==> config.mk <==
export PLATFORM = sky130hd
export DESIGN_NAME = pfm_top
export DESIGN_NICKNAME = d
export VERILOG_FILES = /design/src/pfm_pkg.sv /design/src/pfm_top.sv
export VERILOG_INCLUDE_DIRS = /design/src
export SDC_FILE = /design/constraint.sdc
export NUM_CORES = 1
export LEC_CHECK = 0
export ABC_AREA = 0
export BUFFER_PORTS_ARGS = -buffer_cell sky130_fd_sc_hd__buf_2
export CAP_MARGIN = 20
export CORE_ASPECT_RATIO = 0.75
export CORE_MARGIN = 5
export CORE_UTILIZATION = 40
export CTS_BUF_LIST = sky130_fd_sc_hd__clkbuf_16
export CTS_CLUSTER_SIZE = 12
export DETAILED_ROUTE_END_ITERATION = 8
export PLACE_DENSITY = 0.56
export REMOVE_ABC_BUFFERS = 1
export SLEW_MARGIN = 0
export SYNTH_ARGS = -nofsm -noshare
export SYNTH_HDL_FRONTEND = slang
export SYNTH_SLANG_ARGS = --single-unit
export TNS_END_PERCENT = 5
==> constraint.sdc <==
create_clock -name clk_i -period 4.2 [get_ports clk_i]
set_clock_uncertainty 0.2 [all_clocks]
set_input_delay 0.63 -clock clk_i [delete_from_list [all_inputs] [get_ports clk_i]]
set_output_delay 0.63 -clock clk_i [all_outputs]
set_load 0.005 [all_outputs]
==> src/pfm_map.svh <==
// register offsets, field positions, reset values and counts of the pulse frequency meter
`ifndef PFM_MAP_SVH
`define PFM_MAP_SVH
`define PFM_ADDR_EV_MODE 16'hf760
`define PFM_ADDR_EV_CNT 16'hf761
`define PFM_ADDR_TB_CTL0 16'hffa0
`define PFM_ADDR_TB_STAT 16'hffa1
`define PFM_ADDR_TB_CMP_A 16'hffa2
`define PFM_ADDR_TB_CNT 16'hffa4
`define PFM_ADDR_TB_CTL1 16'hffa5
`define PFM_ADDR_POL 16'hfff2
`define PFM_ADDR_IEN 16'hfff5
`define PFM_ADDR_IRR 16'hfff8
`define PFM_RST_BYTE 8'h00
`define PFM_EV_MODE_EXT 8'h7f
`define PFM_EV_SEL_EXT 3'h7
`define PFM_EV_RELOAD_BIT 7
`define PFM_POL_BIT 1
`define PFM_EV_IRQ_BIT 5
`define PFM_MATCH_A_IE_BIT 6
`define PFM_OVF_IE_BIT 5
`define PFM_MATCH_A_FLAG_BIT 6
`define PFM_OVF_FLAG_BIT 5
`define PFM_CCLR_LO 3
`define PFM_CCLR_HI 4
`define PFM_CCLR_MATCH_A 2'h1
`define PFM_CKS_LO 0
`define PFM_CKS_HI 2
`define PFM_ICKS_BIT 0
`define PFM_CKS_DIV128 3'h3
`define PFM_TB_DIV 128
`endif

==> src/pfm_pkg.sv <==
// types of the pulse frequency meter
package pfm_pkg;
  typedef struct packed {
    logic [15:0] addr;
    logic [7:0] wdata;
    logic wr;
    logic rd;
  } pfm_bus_req_t;

  typedef struct packed {
    logic [7:0] ev_mode;
    logic [7:0] ev_cnt;
    logic [7:0] ev_reload;
    logic [7:0] tb_ctl0;
    logic [7:0] tb_stat;
    logic [7:0] tb_cmp_a;
    logic [7:0] tb_cnt;
    logic [7:0] tb_ctl1;
    logic [7:0] pol;
    logic [7:0] ien;
    logic [7:0] irr;
    logic [7:0] rdata;
    logic [13:0] presc;
    logic [2:0] pin_sync;
  } pfm_state_t;
endpackage

==> src/pfm_top.sv <==
// event counter and timebase of the pulse frequency meter with register port
//
// Local design decision: the strobed register port.
`timescale 1ns/1ns
`include "pfm_map.svh"

// Behaviour
// 8-bit event counter counts selected pin edges
// mode value 7F selects interval, pin clock
// polarity bit one selects rising edges
// event pending flag shows request state
// event enable gates pending request out
// match A enable gates timebase request
// select 1,1,0 plus internal gives /128; the code gives /128 for CKS 0,1,1 (3'h3) plus internal
// match A flag shows compare request
// 8-bit timebase counter, clock divided 128
// match when counter equals constant A
// software captures count after one second
// software tallies overflows, stops on wrap
// software two-byte tick count for second
// event counter overflow sets pending flag
// software: frequency is tally*256 plus count
// match A clears counter when configured
// software clears match flag each interrupt
module pfm_top (
  input wire logic clk_i,
  input wire logic sys_rst_i,
  input wire pfm_pkg::pfm_bus_req_t bus_i,
  input wire logic event_input_pin_i,
  output logic [7:0] rd_data_o,
  output logic event_irq_o,
  output logic timebase_irq_o
);

  pfm_pkg::pfm_state_t st;
  pfm_pkg::pfm_state_t next_st;
  logic ev_edge;
  logic ev_ext;
  logic ev_tick;
  logic ev_ovf;
  logic tb_run;
  logic tb_tick;
  logic match_a;
  logic tb_clr;
  logic tb_ovf;
  logic [2:0] cks;

  // prescaler bit index for the event counter's internal rates
  function automatic logic [3:0] ev_tap_bit(input logic [2:0] sel);
    logic [3:0] b;
    b = 4'h0;
    unique case (sel)
      3'h0: b = 4'hc;
      3'h1: b = 4'ha;
      3'h2: b = 4'h8;
      3'h3: b = 4'h7;
      3'h4: b = 4'h5;
      3'h5: b = 4'h3;
      3'h6: b = 4'h1;
      3'h7: b = 4'h0;
    endcase
    return b;
  endfunction

  // one cycle before bit b falls: the falling edge of that prescaler stage
  function automatic logic tap(input logic [13:0] p, input logic [3:0] b);
    logic [13:0] m;
    m = (14'h0001 << (b + 4'h1)) - 14'h0001;
    return (p & m) == m;
  endfunction

  assign cks = st.tb_ctl0[`PFM_CKS_HI:`PFM_CKS_LO];
  // the pin is only read after two synchroniser stages
  assign ev_edge = st.pol[`PFM_POL_BIT] ? (st.pin_sync[1] && !st.pin_sync[2]) :
                   (!st.pin_sync[1] && st.pin_sync[2]);
  assign ev_ext = st.ev_mode[2:0] == `PFM_EV_SEL_EXT;
  assign ev_tick = ev_ext ? ev_edge : tap(st.presc, ev_tap_bit(st.ev_mode[2:0]));
  assign ev_ovf = ev_tick && (st.ev_cnt == 8'hff);
  // codes above 3 have no internal source here and stop the timebase
  assign tb_run = (cks != 3'h0) && !cks[2];
  assign tb_tick = tb_run && tap(st.presc,
                   4'({cks[1:0], st.tb_ctl1[`PFM_ICKS_BIT]}) - 4'h1);
  assign match_a = tb_tick && (st.tb_cnt == st.tb_cmp_a);
  assign tb_clr = st.tb_ctl0[`PFM_CCLR_HI:`PFM_CCLR_LO] == `PFM_CCLR_MATCH_A;
  assign tb_ovf = tb_tick && (st.tb_cnt == 8'hff) && !(match_a && tb_clr);

  always_comb begin
    next_st = st;
    next_st.pin_sync = {st.pin_sync[1:0], event_input_pin_i};
    next_st.presc = st.presc + 14'h0001;
    if (ev_tick) begin
      if (ev_ovf) begin
        next_st.ev_cnt = st.ev_mode[`PFM_EV_RELOAD_BIT] ? st.ev_reload : 8'h00;
      end else begin
        next_st.ev_cnt = st.ev_cnt + 8'h01;
      end
    end
    if (tb_tick) begin
      next_st.tb_cnt = (match_a && tb_clr) ? 8'h00 : st.tb_cnt + 8'h01;
    end
    next_st.rdata = 8'h00;
    if (bus_i.rd) begin
      unique case (bus_i.addr)
        `PFM_ADDR_EV_MODE: next_st.rdata = st.ev_mode;
        `PFM_ADDR_EV_CNT: next_st.rdata = st.ev_cnt;
        `PFM_ADDR_TB_CTL0: next_st.rdata = st.tb_ctl0;
        `PFM_ADDR_TB_STAT: next_st.rdata = st.tb_stat;
        `PFM_ADDR_TB_CMP_A: next_st.rdata = st.tb_cmp_a;
        `PFM_ADDR_TB_CNT: next_st.rdata = st.tb_cnt;
        `PFM_ADDR_TB_CTL1: next_st.rdata = st.tb_ctl1;
        `PFM_ADDR_POL: next_st.rdata = st.pol;
        `PFM_ADDR_IEN: next_st.rdata = st.ien;
        `PFM_ADDR_IRR: next_st.rdata = st.irr;
        default: next_st.rdata = 8'h00;
      endcase
    end
    // flags: writing 0 clears, writing 1 keeps
    if (bus_i.wr) begin
      unique case (bus_i.addr)
        `PFM_ADDR_EV_MODE: next_st.ev_mode = bus_i.wdata;
        `PFM_ADDR_EV_CNT: next_st.ev_reload = bus_i.wdata;
        `PFM_ADDR_TB_CTL0: next_st.tb_ctl0 = bus_i.wdata;
        `PFM_ADDR_TB_STAT: next_st.tb_stat = {st.tb_stat[7:5] & bus_i.wdata[7:5],
                                               bus_i.wdata[4:0]};
        `PFM_ADDR_TB_CMP_A: next_st.tb_cmp_a = bus_i.wdata;
        `PFM_ADDR_TB_CNT: next_st.tb_cnt = bus_i.wdata;
        `PFM_ADDR_TB_CTL1: next_st.tb_ctl1 = bus_i.wdata;
        `PFM_ADDR_POL: next_st.pol = bus_i.wdata;
        `PFM_ADDR_IEN: next_st.ien = bus_i.wdata;
        `PFM_ADDR_IRR: next_st.irr = st.irr & bus_i.wdata;
        default: next_st.ien = next_st.ien;
      endcase
    end
    // hardware sets come last so an event beats a same-cycle clear
    if (ev_ovf) begin
      next_st.irr[`PFM_EV_IRQ_BIT] = 1'b1;
    end
    if (match_a) begin
      next_st.tb_stat[`PFM_MATCH_A_FLAG_BIT] = 1'b1;
    end
    if (tb_ovf) begin
      next_st.tb_stat[`PFM_OVF_FLAG_BIT] = 1'b1;
    end
  end

  always_ff @(posedge clk_i) begin
    if (sys_rst_i) begin
      st <= '0;
    end else begin
      st <= next_st;
    end
  end

  assign rd_data_o = st.rdata;
  assign event_irq_o = st.irr[`PFM_EV_IRQ_BIT] && st.ien[`PFM_EV_IRQ_BIT];
  assign timebase_irq_o = (st.tb_stat[`PFM_MATCH_A_FLAG_BIT] &&
                           st.tb_ctl0[`PFM_MATCH_A_IE_BIT]) ||
                          (st.tb_stat[`PFM_OVF_FLAG_BIT] && st.tb_ctl0[`PFM_OVF_IE_BIT]);

  // helper: cycles since the last timebase tick under the /128 setting
  logic [7:0] tb_gap;
  logic tb_seen;
  logic tb_doc;
  assign tb_doc = (cks == `PFM_CKS_DIV128) && st.tb_ctl1[`PFM_ICKS_BIT];
  always_ff @(posedge clk_i) begin
    if (sys_rst_i) begin
      tb_gap <= 8'h00;
      tb_seen <= 1'b0;
    end else begin
      tb_gap <= tb_tick ? 8'h00 : (tb_gap == 8'hff ? tb_gap : tb_gap + 8'h01);
      tb_seen <= tb_doc && (tb_seen || tb_tick);
    end
  end

  // write strobes decoded once, shared by the flag and counter checks
  logic wr_irr;
  logic wr_stat;
  logic wr_cnt;
  function automatic logic hit(input pfm_pkg::pfm_bus_req_t b, input logic [15:0] a);
    return b.wr && (b.addr == a);
  endfunction
  assign wr_irr = hit(bus_i, `PFM_ADDR_IRR);
  assign wr_stat = hit(bus_i, `PFM_ADDR_TB_STAT);
  assign wr_cnt = hit(bus_i, `PFM_ADDR_TB_CNT);
endmodule

* Word level (Yosys, flattened, before mapping) *
Memories as Yosys holds them, arrays and structs flattened. A register that Yosys moved wholly into a read port is not among the register bits.
Cells that the tools add are included.

word-level totals
  bits in registers = 113
  latch bits = 0
  RAM bits = 0
  bits in read-only memories = 32
  input bits = 29
  output and inout bits = 10
  word-level logic and storage cells = 107
  memories kept = 1

operators by class
  add/subtract/negate cells = 8
  $mul = 0
  div/mod/pow operators = 0
  order comparisons = 0
  eq/ne operators = 17
  shift operators = 2
  multiplexer cells = 20
  bitwise operators = 5
  reductions and logical operators = 37

memory list
  name             depth  bits a word  read ports  clocked after memory_dff  wr ports  line           RTL
  (no name shown)  8      4            1           1                         0         pfm_top.sv:52  unique case (sel)

operator list
  kind                                                                   count
  16-bit == test (second input constant)                                 10
  8-bit 2-to-1 mux                                                       10
  8-bit one-hot mux with 10 select lines                                 1
  55-bit 2-to-1 mux                                                      1
  14-bit AND                                                             2
  14-bit == test                                                         2
  1-bit by 4-bit left shift with 14-bit output (first input constant)    2
  14-bit by 1-bit subtractor with 14-bit output (second input constant)  2
  2-bit AND reduction                                                    12
  8-bit by 1-bit adder with 8-bit output (second input constant)         2
  8-bit == test (second input constant)                                  2
  14-bit by 1-bit adder with 14-bit output (second input constant)       1
  1-bit logical AND                                                      12
  2-bit nonzero test                                                     6
  4-bit by 1-bit adder with 4-bit output (second input constant)         2
  8-bit AND                                                              1
  8-bit == test                                                          1
  7-bit 2-to-1 mux                                                       1
  3-bit 2-to-1 mux                                                       2
  1-bit 2-to-1 mux                                                       5
  1-bit zero test                                                        4
  3-bit by 1-bit subtractor with 4-bit output (second input constant)    1
  3-bit AND                                                              1
  3-bit == test (second input constant)                                  1
  other kinds (5)                                                        5

* Logic depth before layout (Yosys ltp) *
  depth after elaboration = 14
  mapped depth = 13
  depth with buffers taken out = 9

* Least setup slack after synthesis *
Ideal clock, no wire load.

  kind = register to register
  start = register (tool-made name)
  end = register st[104] in the netlist's numbering
  setup time = 0.060 ns
  arrival = 2.419 ns
  slack = 1.521 ns
  cell stages (with the launch flop) = 13
  buffers on the path = 3
  period minus slack after synthesis = 2.679 ns
  cell sequence = dfxtp_1 clkbuf_1 nor2_1 nand2_1 ha_1 buf_4 or3b_2 a211oi_1 nor4b_1 and4_1 buf_6 o221ai_2 a32o_1

RTL lines
  element               line            RTL
  to (signal assigned)  pfm_top.sv:150  st <= next_st;
  to (decl)             pfm_top.sv:35   pfm_pkg::pfm_state_t st;

==> results_dict.tcl <==
set metrics [dict create \
    slew_violations 0 \
    crit_type "reg -> reg" \
    timing.rr.end "st[103]" \
    syn_to_final_growth_pct 13.74 \
    ys_async_sr_fraction 0 \
    yosys.area_share.simple 0.2700 \
    row_count 38 \
    clkPwrFrac 0.540 \
    routedWlPerCell_um 20.03 \
    period_share 0.7843 \
    routed_wl_um 19130 \
    ys_seq_elements 117 \
    nFillCells 1417 \
    ir_drop_mv 0.1927 \
    grt-ovfl-total 0 \
    switching_power_mw 0.5803 \
    holdWs_ns 0.2427 \
    synth_area_per_cell_um2 8.141 \
    fmax_mhz 303.6 \
    worstMarginPinSlew_ns 1.039 \
    r2r_setup_slack_ns 0.91 \
    synthFlopType "dfxtp_1" \
    synth-xor-area-share 0.03700 \
    coreArea_mm2 0.01450 \
    post_cts_resize_count 0 \
    worst_path_largest_cell_delay_ns 0.65 \
    synth_top_family_by_area "simple AND/OR/NAND/NOR gates" \
    leakagePower_nw 2.460 \
    hold_end "next_st[2]" \
    hp-class "reg -> reg" \
    hold_viol 0 \
    cp_slowest_cell "dfxtp_1" \
    gp_congestion 0.9470 \
    synth_compound_area_frac 0.1930 \
    die_height_um 115.3 \
    post-route-min-period_ns 3.294 \
    p_comb_frac 0.035 \
    via_count 5536 \
    slew_headroom 0.3034 \
    holdCritStartpoint "next_st[1]" \
    seq_power_share 0.425 \
    route.antenna.remaining_nets 0 \
    grt_max_degree 49 \
    layout_commonest_cell "nand2_1" \
    finalPower_mw 2.631 \
    startpoint_type "flip-flop" \
    via_per_inst 5.797 \
    clk_latency_ns 0.41 \
    drv_cap 0 \
    htree_levels 4 \
    antenna_found_initial 0 \
    sw_frac_of_total 0.2205 \
    cts_tree "yes" \
    power_density_mw_per_mm2 390.9 \
    firstDrtPassIters 5 \
    synth.distinct_cells 70 \
    dp_cells 922 \
    synth_fa_ha_area_frac 0.01691 \
    dp.final_hpwl_um 13800 \
    cell_internal_pwr_mw 2.051 \
    drive_gt1_frac 0.1114 \
    hold_depth 1 \
    post_cts_buffers 0 \
    track_usage 0.2212 \
    route.detailed.drc 0 \
    start_util 0.4081 \
    final_cell_mix "nand2_1 (140), dfxtp_1 (117), a21oi_1 (57)" \
    cp.arrival_ns 3.39 \
    clkSlewWorstSetupHoldPaths_ns 0.05 \
    cts.sinks 117 \
    fin_cells 955 \
    dieArea_mm2 0.01735 \
    io_pins 39 \
    setup_tns_ns 0 \
    synthCells 727 \
    io_buffers 38 \
    grt_pass1_vias 5088 \
    synth_edf_count 0 \
    synth_area_mm2 0.005918 \
    outcome "finished clean" \
    synth.yosys.seq_area_share 0.3958 \
    fp.dieW_um 150.5 \
    r2r_cells 8 \
    grt_pass1_wl_um 29060 \
    critical_path_required_ns 4.29 \
    clock-root-buffer "clkbuf_16" \
    cp_cell_sequence "nand4_1 > ha_1 > or3b_2 > a211oi_1 > nor4b_1 > and4_1 > o21ai_0 > a221oi_1" \
    dr.first_iter.drc_count 508 \
    final_util 0.4642 \
    yosysWarnings 0 \
    finalSetupViolCount 0 \
    endpoint_kind "flip-flop" \
    clk_path_buf_depth 2 \
    critPathMaxFanout 18 \
    numCtsBuffers 17 \
    rsz0062_at_grt "false" \
    postCtsHoldBufs 0 \
    synth.area.mux_share 0.03573 \
    nets 779 \
]
## registers in the layout, summed over array words and instances, names as in the netlist, named ones only
signal	flops
st	100
next_st	2
rd_data_o	8
cks	3
## synthesized netlist by cell type, drive strengths merged, types with 7 or more instances
cell / count / area share
nor2b: 10 / 0.011
dfxtp: 117 / 0.40
mux2i: 20 / 0.034
clkbuf: 28 / 0.019
nand2b: 7 / 0.0074
buf: 21 / 0.023
o211a: 9 / 0.015
nor2: 57 / 0.037
nor3: 16 / 0.017
o21ai: 19 / 0.016
inv: 13 / 0.0082
and2: 10 / 0.011
xor2: 13 / 0.019
a22oi: 23 / 0.029
nand2: 142 / 0.091
nand3: 26 / 0.022
xnor2: 12 / 0.018
and3: 10 / 0.011
ha: 8 / 0.017
a21oi: 58 / 0.050
nand4: 19 / 0.020
## power by group through the flow
stage          Clock (mW)  Sequential [mW]  Combinational [mW]
2_1_floorplan           0             1.14              0.0236
4_1_cts              1.43             1.12              0.0907
3_5_place_dp            0             1.14              0.0903
3_3_place_gp            0             1.14              0.0893
6_report             1.42             1.12              0.0921
5_1_grt              1.48             1.12              0.0982
## through the flow
step	area [µm²]	setup WS, ns
after CTS	6721	0.9708
after floorplan	5665	1.466
final	6731	0.9060
after global routing	6729	0.6770
after global placement	6151	1.131
after detailed placement	6151	1.054
## cell type report
type | count | area, µm² | area share
clock buffer | 17 | 425.4 | 0.06320
clock inverter | 14 | 145.1 | 0.02156
timing repair buffer | 45 | 242.7 | 0.03606
tap | 200 | 250.2 | 0.03717
multi-input combinational | 547 | 3271 | 0.4859
antenna | 1 | 2.502 | 0.0003717
sequential | 117 | 2342 | 0.3480
inverter | 14 | 52.55 | 0.007807
## routing by layer
layer | GRT usage | wire [µm]
met1 | 0.3317 | 9152
met2 | 0.3150 | 8047
met3 | 0.04452 | 1657
met4 | 0.07313 | 273
met5 | 0 | 0
## worst max path at each step
| stage | start | end | slack (ns) | cells past startpoint |
|---|---|---|---|---|
| 2_1_floorplan | flip-flop | st[104] | 1.47 | 8 |
| 3_3_place_gp | flip-flop | st[30] | 1.13 | 8 |
| 3_5_place_dp | flip-flop | st[30] | 1.05 | 8 |
| 4_1_cts | flip-flop | st[103] | 0.97 | 8 |
| 5_1_grt | flip-flop | st[103] | 0.68 | 8 |
| 6_report | flip-flop | st[103] | 0.91 | 8 |
## critical path, delay by kind of cell (launching register included)
kind	cells	cell delay, ns
AO/OA/AOI/OAI	3	0.60
adder cells (fa/ha/maj)	1	0.40
flip-flops	1	0.65
AND/OR/NAND/NOR	4	1.34
## logic make-up (layout without fill, tap and decap cells)
logic type                 Yosys count  in the layout
adders and majority gates            8              8
AOI/OAI and AO/OA                  168            168
and+or+nand+nor                    325            325
xor gates and xnor gates            25             25
other                                0              1
buffers and inverters               63             90
muxes                               21             21
DFF                                117            117
No activity file was read; power rests on OpenSTA's default activity.
